$ cat src/hw/pdc_pkg.sv
// Package for the power-down and clock-select block: offsets, fields, types.
package pdc_pkg;

	// Register map, byte addresses, 32-bit aligned words
	localparam logic [7:0] PDC_OFF_PMCC  = 8'h00;
	localparam logic [7:0] PDC_OFF_MSB1  = 8'h04;
	localparam logic [7:0] PDC_OFF_MSB2  = 8'h08;
	localparam logic [7:0] PDC_OFF_SYSC  = 8'h0C;
	localparam logic [7:0] PDC_OFF_STAT  = 8'h10;

	// Power mode / clock control fields
	localparam int PDC_SLEEP_KIND_BIT    = 7;
	localparam int PDC_LOW_SPEED_BIT     = 6;
	localparam int PDC_DIRECT_BIT        = 5;
	localparam int PDC_ACT_DIV_LSB       = 2;
	localparam int PDC_SUB_DIV_LSB       = 0;

	// Standby-select bit in the companion register
	localparam int PDC_STANDBY_SEL_BIT   = 7;

	// Writable masks; cleared positions are reserved and read zero
	localparam logic [7:0] PDC_MSB1_MASK = 8'h7B;
	localparam logic [7:0] PDC_MSB2_MASK = 8'h93;
	localparam logic [7:0] PDC_RESET_VAL = 8'h00;

	// Standby bit positions
	localparam int PDC_TWOWIRE_BIT   = 6;
	localparam int PDC_SERIAL_A_BIT  = 5;
	localparam int PDC_ADC_BIT       = 4;
	localparam int PDC_WDOG_BIT      = 3;
	localparam int PDC_TIMER_V_BIT   = 1;
	localparam int PDC_RTC_BIT       = 0;
	localparam int PDC_SERIAL_B_BIT  = 7;
	localparam int PDC_TIMER_B_BIT   = 4;
	localparam int PDC_TIMER_Z_BIT   = 1;
	localparam int PDC_PWM_BIT       = 0;

	// Divider: select codes, then log2 of each divide ratio
	localparam logic [2:0] PDC_ACT_DIV8  = 3'h4;
	localparam logic [2:0] PDC_ACT_DIV16 = 3'h5;
	localparam logic [2:0] PDC_ACT_DIV32 = 3'h6;
	localparam logic [2:0] PDC_ACT_DIV64 = 3'h7;
	localparam logic [1:0] PDC_SUB_DIV8  = 2'h0;
	localparam logic [1:0] PDC_SUB_DIV4  = 2'h1;
	localparam logic [2:0] PDC_LOG_1     = 3'h0;
	localparam logic [2:0] PDC_LOG_2     = 3'h1;
	localparam logic [2:0] PDC_LOG_4     = 3'h2;
	localparam logic [2:0] PDC_LOG_8     = 3'h3;
	localparam logic [2:0] PDC_LOG_16    = 3'h4;
	localparam logic [2:0] PDC_LOG_32    = 3'h5;
	localparam logic [2:0] PDC_LOG_64    = 3'h6;

	// Operating modes
	typedef enum logic [2:0] {
		PDC_ACTIVE,
		PDC_SLEEP,
		PDC_SUBACTIVE,
		PDC_SUBSLEEP,
		PDC_STANDBY
	} pdc_mode_t;

	// Register bus request
	typedef struct packed {
		logic [7:0]  addr;
		logic [31:0] wdata;
		logic        wr;
		logic        rd;
	} pdc_bus_req_t;

	// Per-module standby outputs
	typedef struct packed {
		logic twowire;
		logic serial_a;
		logic adc;
		logic watchdog;
		logic timer_v;
		logic rtc;
		logic serial_b;
		logic timer_b;
		logic timer_z;
		logic pwm;
	} pdc_standby_t;

	// Whole block state
	typedef struct packed {
		logic [7:0]  pmcc;
		logic [7:0]  msb1;
		logic [7:0]  msb2;
		logic        standby_sel;
		logic [2:0]  act_div_live;
		logic [1:0]  sub_div_live;
		pdc_mode_t   mode;
		logic [31:0] rdata;
		logic [5:0]  div_cnt;
		logic        clk_en;
	} pdc_state_t;

endpackage

$ cat src/hw/pdc_power_clock.sv
// Power-down mode select, clock divider select and module standby control.
//
// Local design decisions: the register offsets and strobed register access.
`timescale 1ns/1ps
`default_nettype none

module pdc_power_clock (
	// Clock and reset
	input  wire logic                  mclk_i,
	input  wire logic                  rst_n_i,
	// Register bus
	input  wire pdc_pkg::pdc_bus_req_t bus_i,
	output logic [31:0]                rdata_o,
	// Processor events
	input  wire logic                  sleep_exec_i,
	input  wire logic                  irq_wake_i,
	input  wire logic                  wdog_int_osc_i,
	// Mode and clocks
	output pdc_pkg::pdc_mode_t         mode_o,
	output logic                       cpu_halt_o,
	output logic                       clk_en_o,
	output logic                       main_osc_on_o,
	output logic [2:0]                 act_log2_o,
	output logic [2:0]                 sub_log2_o,
	// Module standby
	output pdc_pkg::pdc_standby_t      standby_o
);
	import pdc_pkg::*;

	pdc_state_t s_r;
	pdc_state_t s_nxt;
	logic [2:0] act_log2;
	logic [2:0] sub_log2;
	logic [2:0] cur_log2;
	logic [5:0] div_top;

	// Divide ratio of live settings, as log2
	always_comb begin
		unique case (s_r.act_div_live)
			PDC_ACT_DIV8:  act_log2 = PDC_LOG_8;
			PDC_ACT_DIV16: act_log2 = PDC_LOG_16;
			PDC_ACT_DIV32: act_log2 = PDC_LOG_32;
			PDC_ACT_DIV64: act_log2 = PDC_LOG_64;
			default:       act_log2 = PDC_LOG_1;   // Codes 0XX run undivided
		endcase
		if (s_r.sub_div_live == PDC_SUB_DIV8) begin
			sub_log2 = PDC_LOG_8;
		end else if (s_r.sub_div_live == PDC_SUB_DIV4) begin
			sub_log2 = PDC_LOG_4;
		end else begin
			sub_log2 = PDC_LOG_2;
		end
		cur_log2 = (s_r.mode == PDC_SUBACTIVE || s_r.mode == PDC_SUBSLEEP) ? sub_log2 : act_log2;
		div_top  = 6'((7'h01 << cur_log2) - 7'h01);
	end

	// Next state: registers, mode sequencing, divider
	always_comb begin
		logic [7:0] rd_byte;
		rd_byte = 8'h00;
		s_nxt = s_r;
		// Register writes; reserved bits masked so they read zero
		if (bus_i.wr) begin
			unique case (bus_i.addr)
				PDC_OFF_PMCC: s_nxt.pmcc = bus_i.wdata[7:0];
				PDC_OFF_MSB1: s_nxt.msb1 = bus_i.wdata[7:0] & PDC_MSB1_MASK;
				PDC_OFF_MSB2: s_nxt.msb2 = bus_i.wdata[7:0] & PDC_MSB2_MASK;
				PDC_OFF_SYSC: s_nxt.standby_sel = bus_i.wdata[PDC_STANDBY_SEL_BIT];
				default:      s_nxt.pmcc = s_r.pmcc;   // Unmapped writes ignored
			endcase
		end
		// Read data stands only in the cycle after the strobe
		if (bus_i.rd) begin
			unique case (bus_i.addr)
				PDC_OFF_PMCC: rd_byte = s_r.pmcc;
				PDC_OFF_MSB1: rd_byte = s_r.msb1;
				PDC_OFF_MSB2: rd_byte = s_r.msb2;
				PDC_OFF_SYSC: rd_byte = {s_r.standby_sel, 7'h00};
				PDC_OFF_STAT: rd_byte = {5'h00, s_r.mode};
				default:      rd_byte = 8'h00;         // Unmapped reads zero
			endcase
		end
		s_nxt.rdata = {24'h00_0000, rd_byte};
		// Sleep instruction: mode change, dividers latched here
		if (sleep_exec_i && (s_r.mode == PDC_ACTIVE || s_r.mode == PDC_SUBACTIVE)) begin
			s_nxt.act_div_live = s_r.pmcc[PDC_ACT_DIV_LSB +: 3];
			s_nxt.sub_div_live = s_r.pmcc[PDC_SUB_DIV_LSB +: 2];
			if (s_r.pmcc[PDC_DIRECT_BIT]) begin
				// No halt: jump straight between run modes
				s_nxt.mode = s_r.pmcc[PDC_LOW_SPEED_BIT] ? PDC_SUBACTIVE : PDC_ACTIVE;
			end else if (s_r.standby_sel) begin
				s_nxt.mode = PDC_STANDBY;
			end else if (s_r.pmcc[PDC_SLEEP_KIND_BIT]) begin
				s_nxt.mode = PDC_SUBSLEEP;
			end else begin
				s_nxt.mode = PDC_SLEEP;
			end
		end else if (irq_wake_i && (s_r.mode == PDC_SLEEP || s_r.mode == PDC_SUBSLEEP)) begin
			s_nxt.mode = s_r.pmcc[PDC_LOW_SPEED_BIT] ? PDC_SUBACTIVE : PDC_ACTIVE;
		end else if (irq_wake_i && s_r.mode == PDC_STANDBY) begin
			s_nxt.mode = PDC_ACTIVE;
		end
		// Clock enable divider; restarts on any mode change to avoid a runt
		if (s_nxt.mode != s_r.mode || s_r.div_cnt >= div_top) begin
			s_nxt.div_cnt = 6'h00;
		end else begin
			s_nxt.div_cnt = s_r.div_cnt + 6'h01;
		end
		// Gate on the coming mode, so no pulse slips out on the way into standby
		s_nxt.clk_en = (s_nxt.mode != PDC_STANDBY) && (s_r.div_cnt >= div_top);
	end

	// State register; reset clears every control bit
	always_ff @(posedge mclk_i) begin
		if (!rst_n_i) begin
			s_r <= '0;
			s_r.mode <= PDC_ACTIVE;
		end else begin
			s_r <= s_nxt;
		end
	end

	// Outputs
	assign rdata_o       = s_r.rdata;
	assign mode_o        = s_r.mode;
	assign cpu_halt_o    = (s_r.mode == PDC_SLEEP) || (s_r.mode == PDC_SUBSLEEP) ||
	                       (s_r.mode == PDC_STANDBY);
	assign clk_en_o      = s_r.clk_en;
	assign main_osc_on_o = (s_r.mode == PDC_ACTIVE) || (s_r.mode == PDC_SLEEP);
	assign act_log2_o    = act_log2;
	assign sub_log2_o    = sub_log2;

	// Module standby decode
	assign standby_o.twowire  = s_r.msb1[PDC_TWOWIRE_BIT];
	assign standby_o.serial_a = s_r.msb1[PDC_SERIAL_A_BIT];
	assign standby_o.adc      = s_r.msb1[PDC_ADC_BIT];
	// Internal oscillator keeps the watchdog counting
	assign standby_o.watchdog = s_r.msb1[PDC_WDOG_BIT] && !wdog_int_osc_i;
	assign standby_o.timer_v  = s_r.msb1[PDC_TIMER_V_BIT];
	assign standby_o.rtc      = s_r.msb1[PDC_RTC_BIT];
	assign standby_o.serial_b = s_r.msb2[PDC_SERIAL_B_BIT];
	assign standby_o.timer_b  = s_r.msb2[PDC_TIMER_B_BIT];
	assign standby_o.timer_z  = s_r.msb2[PDC_TIMER_Z_BIT];
	assign standby_o.pwm      = s_r.msb2[PDC_PWM_BIT];

	// Sleep instruction that the sequencer will act on
	logic run_sleep;
	assign run_sleep = sleep_exec_i && (mode_o == PDC_ACTIVE || mode_o == PDC_SUBACTIVE);
endmodule

`default_nettype wire

$ cat config.mk
export PLATFORM = sky130hd
export DESIGN_NAME = pdc_power_clock
export DESIGN_NICKNAME = d
export VERILOG_FILES = /design/src/hw/pdc_pkg.sv /design/src/hw/pdc_power_clock.sv
export SDC_FILE = /design/constraint.sdc
export NUM_CORES = 1
export LEC_CHECK = 0
export ABC_AREA = 1
export BUFFER_PORTS_ARGS = -buffer_cell sky130_fd_sc_hd__buf_2
export CAP_MARGIN = 10
export CORE_MARGIN = 1
export CORE_UTILIZATION = 43
export DETAILED_ROUTE_END_ITERATION = 8
export PLACE_DENSITY = 0.8
export SKIP_CTS_REPAIR_TIMING = 1
export SLEW_MARGIN = 20
export SYNTH_ARGS = -nofsm -noshare
export SYNTH_HDL_FRONTEND = slang
export SYNTH_SLANG_ARGS = --single-unit
$ cat constraint.sdc
create_clock -name mclk_i -period 6.15 [get_ports mclk_i]
set_input_delay 1.845 -clock mclk_i [delete_from_list [all_inputs] [get_ports mclk_i]]
set_output_delay 1.845 -clock mclk_i [all_outputs]
set_load 0.01 [all_outputs]
==> metrics, run 1 <==
Fill cells 573; syn_area_per_cell around 7.5 um2; Die H slightly below 80 um; clock sink total 42; Clock Tree Root clkbuf_8; Skew-Pair Late Insertion Delay 0.30 ns; Mapped Cells between 300 and 400; Max IR drop VDD about 0.096 mV; routed vias/inst between 4 and 5; first-pass GRT wire length a little under 8000 um; largest net degree at the start of global routing 30; num rows 27; average wire per standard cell approximately 10 um; CP Capture Point standby_o[6]; antenna violations before repair 0; number of flops mapped to enable cells by yosys 0; r2r setup slk approximately 3.5 ns; setup TNS 0 ns; H-tree depth 2; Final Hold Vio Count 0; post-synth top area cell dfxtp_1; final WL between 4000 and 5000 um; Ports a little over 100; total CTS buffers 5; crit share post-route 64.8%; number of global-route vias before repair around 1700; Pwr Total between 0.0005 and 0.0006 W; register area share after synthesis approximately a third; post-layout min period between 3 and 4 ns; share of post-route cells with drive strength above 1 24.7%; Synth top area share between 30% and 40%; flops & latches, synth 42; drc violations 0; Critical path origin wdog_int_osc_i; CTS clk-pin slew, worst paths 0.07 ns; max_cap viols 0; IO buf count 51; Synth top cells by count 47 x nor2_1, 45 x buf_4, 43 x nand2_1, 42 x dfxtp_1, 40 x inv_1; First DRT Iteration DRCs 84; final design utilization between 40% and 50%; Multi-input gate area between 1000 and 1500 um2; CP Max Fanout 1; Post-Layout Inst Area 2690 um2; worst reg2reg startpoint mode_o[1]; reg2reg path depth 17; # diodes 0; GRT Overall Usage 15.9%; CORE AREA roughly 5600 um2; Netlist Area Pre-Place about 2500 um2; GPL Wtd Cong between 0.7 and 0.8; crit start category primary input; WP data arrival ~2.1 ns; drt first pass iters 4; Post-synth ARST share 0%; # nets final ~430; Reg-to-Reg End s_r[6]; Slew Limit Fails 0; predominant post-synthesis flop cell dfxtp_1; Final ANT Viol Nets 0; crit end category output pin; RSZ-0062 raised after global routing false; via count between 2000 and 2500; Die ar. roughly 6000 um2; Setup CP Type in2out; cell area power density just over 200 nW/um2; clk_skew ~0.010 ns; Initial Util between 40% and 50%; Setup Viol. Count Final 0; fmax roughly 250 MHz; Die Wd about 79 um; CTS tree done; synth unique cells 36; synth warn 0; status finished clean; Min Hold Slack 0.458 ns; detailed placer's ending HPWL roughly 3700 um; clock buffer depth 2; Storage cell area 841 um2; Leak about 1.3 nW; min-delay worst type reg2reg; Post-DP Area between 2000 and 3000 um2; GRT overflow 0; P&R area growth vs syn 6.34%; Synth area leaders dfxtp_1 33%, buf_4 13%, nor2_1 7.0%, nand2_1 6.4%, inv_1 5.9%; most numerous cell in the Yosys netlist nor2_1; Crit path required time between 4 and 5 ns
-- layout by cell type (no fill, tap or decap) --
| master | synthesis | final |
|---|---|---|
| o21ai_1 | 10 | 10 |
| conb_1 | 1 | 25 |
| nand3_1 | 14 | 14 |
| xor2_1 | 3 | 3 |
| nand2_2 | 5 | 5 |
| nand2_1 | 43 | 43 |
| nor3_4 | 1 | 1 |
| nand4_1 | 1 | 1 |
| nor2_2 | 3 | 3 |
| o22ai_1 | 3 | 3 |
| nand4_4 | 1 | 1 |
| nor2_8 | 1 | 1 |
| o21ai_0 | 18 | 18 |
| clkinv_4 | 0 | 1 |
| nor2_4 | 3 | 3 |
| xnor2_1 | 2 | 2 |
| a21oi_2 | 1 | 1 |
| dfxtp_1 | 42 | 42 |
| nand3_4 | 3 | 3 |
| o211ai_1 | 1 | 1 |
| buf_2 | 1 | 51 |
| o21ai_2 | 2 | 2 |
| inv_2 | 4 | 4 |
| clkbuf_8 | 0 | 5 |
| clkinv_2 | 1 | 2 |
| nor2_1 | 47 | 47 |
| nand2_4 | 4 | 4 |
| clkbuf_1 | 2 | 1 |
| nand3b_1 | 1 | 1 |
| a21oi_1 | 20 | 20 |
| nand3_2 | 3 | 3 |
| inv_4 | 1 | 1 |
| inv_1 | 40 | 40 |
| ha_1 | 8 | 8 |
| or2_2 | 1 | 1 |
| nor3_1 | 2 | 2 |
-- routing by layer --
metal	up-vias	track usage [%]	wire length, um
li1	1065	-	-
met5	-	0	0
met2	62	27.0	2260
met1	919	19.4	2140
met3	4	3.60	217
met4	0	5.74	45
-- state kept, by name, summed over array words and instances, names as in the netlist --
name / count
s_r: 21
standby_o: 9
rdata_o: 8
mode_o: 3
clk_en_o: 1
-- cells by family (layout without fill, tap and decap cells) --
family	after synthesis	count (layout)	share of synthesized area, %
buf+inv	95	105	21.3
xor+xnor	5	5	1.73
simple gates	133	133	28.0
compound gates	55	55	11.6
flops	42	42	33.3
fa+ha+maj	8	8	3.96
other cells	1	25	0.148
-- metrics by stage --
step / cells / worst slack [ns]
after global placement: 437 / 2.15
after CTS: 445 / 2.16
final: 445 / 2.16
after global routing: 445 / 2.13
after floorplan: 363 / 2.29
after detailed placement: 437 / 2.16
-- where the power goes --
group          switching (W)  internal (W)   total, W
Sequential        0.00000536      0.000279   0.000284
Clock              0.0000993     0.0000802   0.000179
Combinational      0.0000600     0.0000317  0.0000916
Total               0.000165      0.000391   0.000555
-- critical path, cell delays in order --
cell and delay [ns]:
buf_2 0.09, nor2_1 0.08, buf_2 0.13
-- how the worst min path moves through the flow --
stage,from,endpoint,slack [ns],depth (start not counted)
final,s_r[1],s_r[1],0.46,1
after global routing,s_r[1],s_r[1],0.48,1
after CTS,s_r[1],s_r[1],0.47,1
after detailed placement,s_r[1],s_r[1],0.45,1
after global placement,s_r[1],s_r[1],0.44,1
after floorplan,s_r[1],s_r[1],0.43,1
-- cell type report --
cell class | instances | area share [%]
clock buffers | 6 | 2.70
clock inverters | 2 | 0.512
inverters | 46 | 6.57
multi-input cells | 226 | 46.1
flip-flops and latches | 42 | 31.3
well taps | 72 | 3.35
repair buffers | 51 | 9.50
Power figures use the tool's default switching activity.
==> run 2: changes to the inputs <==
PLACE_DENSITY = 0.83   (was 0.8)
clock period = 3.65 ns   (was 6.15 ns; I/O delays follow)
==> metrics, run 2 (synthesis results as in run 1) <==
status finished clean; RSZ-0062 raised after global routing false; Crit path depth 17 (+14); largest net degree at the start of global routing 30 (unchanged); Die ar. 6190 um2 (unchanged); routed vias/inst 4.54 (-1.4%); clock sink total 42 (unchanged); crit start category register; Clock Tree Root clkbuf_8; GPL Wtd Cong 0.801 (+1.1%); CTS clk-pin slew, worst paths 0.08 ns (about the same); Setup Viol. Count Final 0 (unchanged); detailed placer's ending HPWL 3780 um (+2.0%); final WL 4760 um (+1.9%); clk_skew 0.00750 ns (-0.00295 ns); Leak 1.27 nW (+0.49%); CTS tree done; Slew Limit Fails 0 (unchanged); drt first pass iters 4 (unchanged); CP Max Fanout 6 (+5); crit end category register; top cell family by delay on the critical path simple AND/OR/NAND/NOR gates; via count 2021 (-1.4%); post-route setup slack 0.932 ns (-1.23 ns); crit-path cells inv_1 -> nor2_1 -> inv_1 -> nand2_1 -> o21ai_0 -> nor2_1 -> nand2_1 -> ha_1 -> xor2_1 -> ha_1 -> nand2_1 -> nor2_1 -> nand2_1 -> nand3_1 -> nor2_1 -> nand4_4 -> nor2_1; min-delay worst type reg2reg; number of global-route vias before repair 1713 (-0.46%); GRT Overall Usage 16.0% (+0.13 points); Skew-Pair Late Insertion Delay 0.29 ns (about the same); CP max stage delay 0.46 ns (+0.33 ns); most frequent CP cell nor2_1; Post-DP Area 2600 um2 (unchanged); r2r setup slk 0.93 ns (-2.52 ns); H-tree depth 2 (unchanged); crit share post-route about 74%; Pwr Total 0.000995 W (+79%); share of post-route cells with drive strength above 1 24.7% (unchanged); CORE AREA 5570 um2 (unchanged); post-layout min period 2.72 ns; GRT overflow 0 (unchanged); IO buf count 51 (unchanged); Ports 101 (unchanged); crit path max-delay cell type dfxtp_1; P&R area growth vs syn 7.28%; Max IR drop VDD 0.140 mV (+45%); setup TNS 0 ns (unchanged); Reg-to-Reg End s_r[1]; # diodes 0 (unchanged); pre-CTS setup slack 0.976 ns (-1.18 ns); Die Wd 78.6 um (unchanged); worst reg2reg startpoint mode_o[1]; cell area power density 367 nW/um2 (+78%); First DRT Iteration DRCs 79 (-6.0%); Largest register FFs 21 (unchanged); most common cell after layout, fill and taps aside buf_2; Post-Layout Inst Area 2710 um2 (+0.88%); clock buffer depth 2 (unchanged); final design utilization 48.6% (+0.43 points); CP Capture Point s_r[1]; total CTS buffers 5 (unchanged); WP data arrival 2.94 ns (+0.80 ns); Largest Register s_r; fmax around 370 MHz; max_cap viols 0 (unchanged); Fill cells 578 (+0.87%); first-pass GRT wire length 7740 um (+0.72%); # nets final 427 (unchanged); most frequent cells in the layout 51 x buf_2, 47 x nor2_1, 43 x nand2_1, 42 x dfxtp_1, 40 x inv_1; antenna violations before repair 0 (unchanged); Critical path origin mode_o[1]; Setup CP Type reg2reg; average wire per standard cell 10.7 um (+1.9%); reg2reg path depth 17 (unchanged); drc violations 0 (unchanged); CP bufs+invs 2 (unchanged); num rows 27 (unchanged); Final Hold Vio Count 0 (unchanged); Crit path required time 3.88 ns (-0.42 ns); Die H 78.6 um (unchanged); Final ANT Viol Nets 0 (unchanged); Initial Util 45.3% (unchanged)
==> run 2: cell types whose count changed in the layout (fill, tap and decap cells not counted), sizes merged <==
cell and delta:
clkinv -2, clkinvlp +1, bufinv +1
==> run 2: how the worst min path moves through the flow <==
| stage | cells past startpoint | start | slack [ns] | endpoint |
|---|---|---|---|---|
| after global routing | 2 | standby_o[1] | 0.50 | standby_o[1] |
| after floorplan | 1 | s_r[1] | 0.43 | s_r[1] |
| after CTS | 2 | standby_o[1] | 0.47 | standby_o[1] |
| after detailed placement | 2 | standby_o[1] | 0.46 | standby_o[1] |
| final | 2 | standby_o[1] | 0.47 | standby_o[1] |
| after global placement | 1 | s_r[1] | 0.44 | s_r[1] |
==> run 2: tightest hold or removal path, delay by kind of cell, from the launching register on <==
family | cells | cell delay [ns]
compound gates | 1 | 0.05
buf+inv | 1 | 0.06
flops | 1 | 0.31
==> run 2: cell type report <==
cell class | count | area [um2] | area share [%]
Timing Repair Buffer | 51 | 255 | 9.42
Sequential cell | 42 | 841 | 31.0
Multi-Input combinational cell | 226 | 1240 | 45.7
Clock inverter | 2 | 37.5 | 1.39
Tap cell | 72 | 90.1 | 3.32
Inverter | 46 | 176 | 6.51
Clock buffer | 6 | 72.6 | 2.68
==> run 2: report_power, final <==
group,leakage [nW],total (W),internal (W),switching [W]
clock,0.0514,0.000360,0.000204,0.000156
sequential,0.340,0.000479,0.000470,0.00000940
combinational,0.883,0.000155,0.0000539,0.000101
total,1.27,0.000995,0.000728,0.000267
==> run 2: routing by layer <==
layer | track usage (%) | routed length, um | part of all wire [%] | vias to the layer above
met5 | 0 | 0 | 0 | -
met4 | 5.56 | 38 | 0.80 | 0
met3 | 3.37 | 263 | 5.5 | 4
met2 | 27.5 | 2390 | 50 | 65
met1 | 19.7 | 2060 | 43 | 887
li1 | - | - | - | 1065
==> run 2: stage by stage <==
stage	std cells	hold WS [ns]
final	445	0.473
after global routing	445	0.503
after CTS	445	0.473
after detailed placement	437	0.460
after global placement	437	0.443
after floorplan	363	0.430
==> run 3: changes to the inputs <==
ABC_AREA = 0   (was 1)
PLACE_DENSITY = 0.81   (was 0.83)
clock period = 2.6 ns   (was 3.65 ns; I/O delays follow)
==> metrics, run 3 <==
crit end category register; final WL 4830 um (+1.6%); worst-margin pin slew around 0.53 ns; GRT overflow 0 (unchanged); Synth area leaders dfxtp_1 35%, buf_4 15%, mux2i_1 12%, nand2_1 4.8%, ha_1 4.1%; via count 1807 (-11%); H-tree depth 2 (unchanged); Mapped Cells 267 (-21%); Die Wd 77.2 um (-1.9%); drt first pass iters 5 (+1); min-delay worst type reg2reg; share of post-route cells with drive strength above 1 24.6% (-0.086 points); cell area power density 527 nW/um2 (+43%); synth warn 0 (unchanged); hold wc startpoint standby_o[3]; average wire per standard cell 13.1 um (+22%); Ports 101 (unchanged); Clock Tree Root clkbuf_8; Netlist Area Pre-Place 2430 um2 (-3.8%); Final ANT Viol Nets 0 (unchanged); Min Hold Slack 0.476 ns (+0.00270 ns); Hold Path Depth 2 (unchanged); Post-synth ARST share 0% (unchanged); syn_area_per_cell 9.11 um2 (+22%); slew margin rel. 64.5%; routed vias/inst 4.90 (+7.8%); post-layout min period 2.47 ns (-0.252 ns); drc violations 0 (unchanged); # nets final 351 (-18%); CTS clk-pin slew, worst paths 0.08 ns (about the same); clock buffer depth 2 (unchanged); clk_skew 0.00537 ns (-0.00213 ns); most frequent cells in the layout 51 x buf_2, 42 x dfxtp_1, 31 x nand2_1, 29 x mux2i_1, 25 x conb_1; first-pass GRT wire length 7820 um (+1.1%); number of global-route vias before repair 1718 (+0.29%); largest net degree at the start of global routing 26 (-13%); max_cap viols 0 (unchanged); GRT Overall Usage 16.8% (+0.77 points); r2r setup slk 0.13 ns (-0.80 ns); crit share post-route 94.9% (+20 points); reg2reg path depth 7 (-10); Die H 77.2 um (-1.9%); First DRT Iteration DRCs 96 (+22%); Slew Limit Fails 0 (unchanged); Crit path required time 2.82 ns (-1.06 ns); Die ar. 5960 um2 (-3.7%); CP Max Fanout 8 (+2); worst reg2reg startpoint mode_o[1]; predominant post-synthesis flop cell dfxtp_1; Largest Register s_r; Max IR drop VDD 0.221 mV (+58%); Leak 1.11 nW (-13%); status finished clean; pre-CTS setup slack 0.234 ns (-0.742 ns); WP data arrival 2.68 ns (-0.26 ns); total CTS buffers 5 (unchanged); antenna violations before repair 0 (unchanged); Setup Viol. Count Final 0 (unchanged); GPL Wtd Cong 0.792 (-1.1%); sink of the worst hold path standby_o[3]; post-synth top area cell dfxtp_1; detailed placer's ending HPWL 3570 um (-5.5%); Initial Util 44.4% (-0.90 points); synth unique cells 47 (+31%); Largest register FFs 21 (unchanged); IO buf count 51 (unchanged); Synth top area share 34.6% (+1.3 points); # diodes 0 (unchanged); Skew-Pair Late Insertion Delay 0.30 ns (about the same); num rows 27 (unchanged); post-route setup slack 0.134 ns (-0.798 ns); Reg-to-Reg End s_r[5]; CTS tree done; Final Hold Vio Count 0 (unchanged); Synth top cells by count 47 x buf_4, 42 x dfxtp_1, 31 x nand2_1, 29 x mux2i_1, 12 x nor2_1; register area share after synthesis 34.6% (+1.3 points); most numerous cell in the Yosys netlist buf_4; P&R area growth vs syn 7.87%; number of flops mapped to enable cells by yosys 0 (unchanged); fmax 405 MHz (+10%); crit start category register; CORE AREA 5470 um2 (-1.8%); most common cell after layout, fill and taps aside buf_2; clock sink total 42 (unchanged); Setup CP Type reg2reg; flops & latches, synth 42 (unchanged)
-- run 3: final cells by class --
cell class,instances,area (um2)
Clock buffer,6,82.6
Fill cell,537,2850
Sequential cell,42,841
Timing Repair Buffer,55,285
Tap cell,72,90.1
Clock inverter,2,60.1
Inverter,7,26.3
Multi-Input combinational cell,185,1240
-- run 3: power by group --
group          switching [W]  leakage, nW  internal [W]
combinational      0.0000638        0.701     0.0000343
sequential        0.00000339        0.339      0.000645
clock               0.000225       0.0714      0.000409
-- run 3: layer usage --
layer / share of wire, % / GRT usage (%) / up-vias
met2: 47 / 27.1 / 90
met5: 0 / 0 / -
li1: - / - / 894
met1: 44 / 20.7 / 814
met4: 1.4 / 7.92 / 0
met3: 7.3 / 4.40 / 9
-- run 3: critical path, stage by stage (launching register included) --
cell and delay (ns):
dfxtp_1 0.49, nand2_1 0.20, nand2b_1 0.15, ha_1 0.25, ha_1 0.29, a2111oi_1 0.44, o21ai_1 0.30, nor3_1 0.25
-- run 3: logic make-up after synthesis --
family,after synthesis,share of synthesized area (%)
DFF,42,34.6
adders and majority gates,8,4.12
xor gates and xnor gates,7,2.52
other,1,0.154
and+or+nand+nor,93,21.3
AOI/OAI and AO/OA,20,5.76
buffers and inverters,64,18.3
muxes,32,13.3
-- run 3: stage by stage --
step	utilization (%)	std cells	total power, W	area [um2]	setup TNS [ns]
after floorplan	-	291	0.000757	2520	0
after global placement	45.3	361	0.000758	2480	0
after global routing	47.9	369	0.00143	2620	-0.00137
after detailed placement	45.3	361	0.000760	2480	0
final	47.9	369	0.00138	2620	0
after CTS	47.9	369	0.00139	2620	0
-- run 3: how the worst max path moves through the flow --
stage / end / start / slack, ns
floorplan: clk_en_o / mode_o[2] / 0.34
global route: s_r[5] / mode_o[1] / -0.001
CTS: s_r[5] / mode_o[1] / 0.1
finish: s_r[5] / mode_o[1] / 0.13
detailed placement: standby_o[9] / bus_i[34] / 0.23
global placement: standby_o[8] / bus_i[34] / 0.30
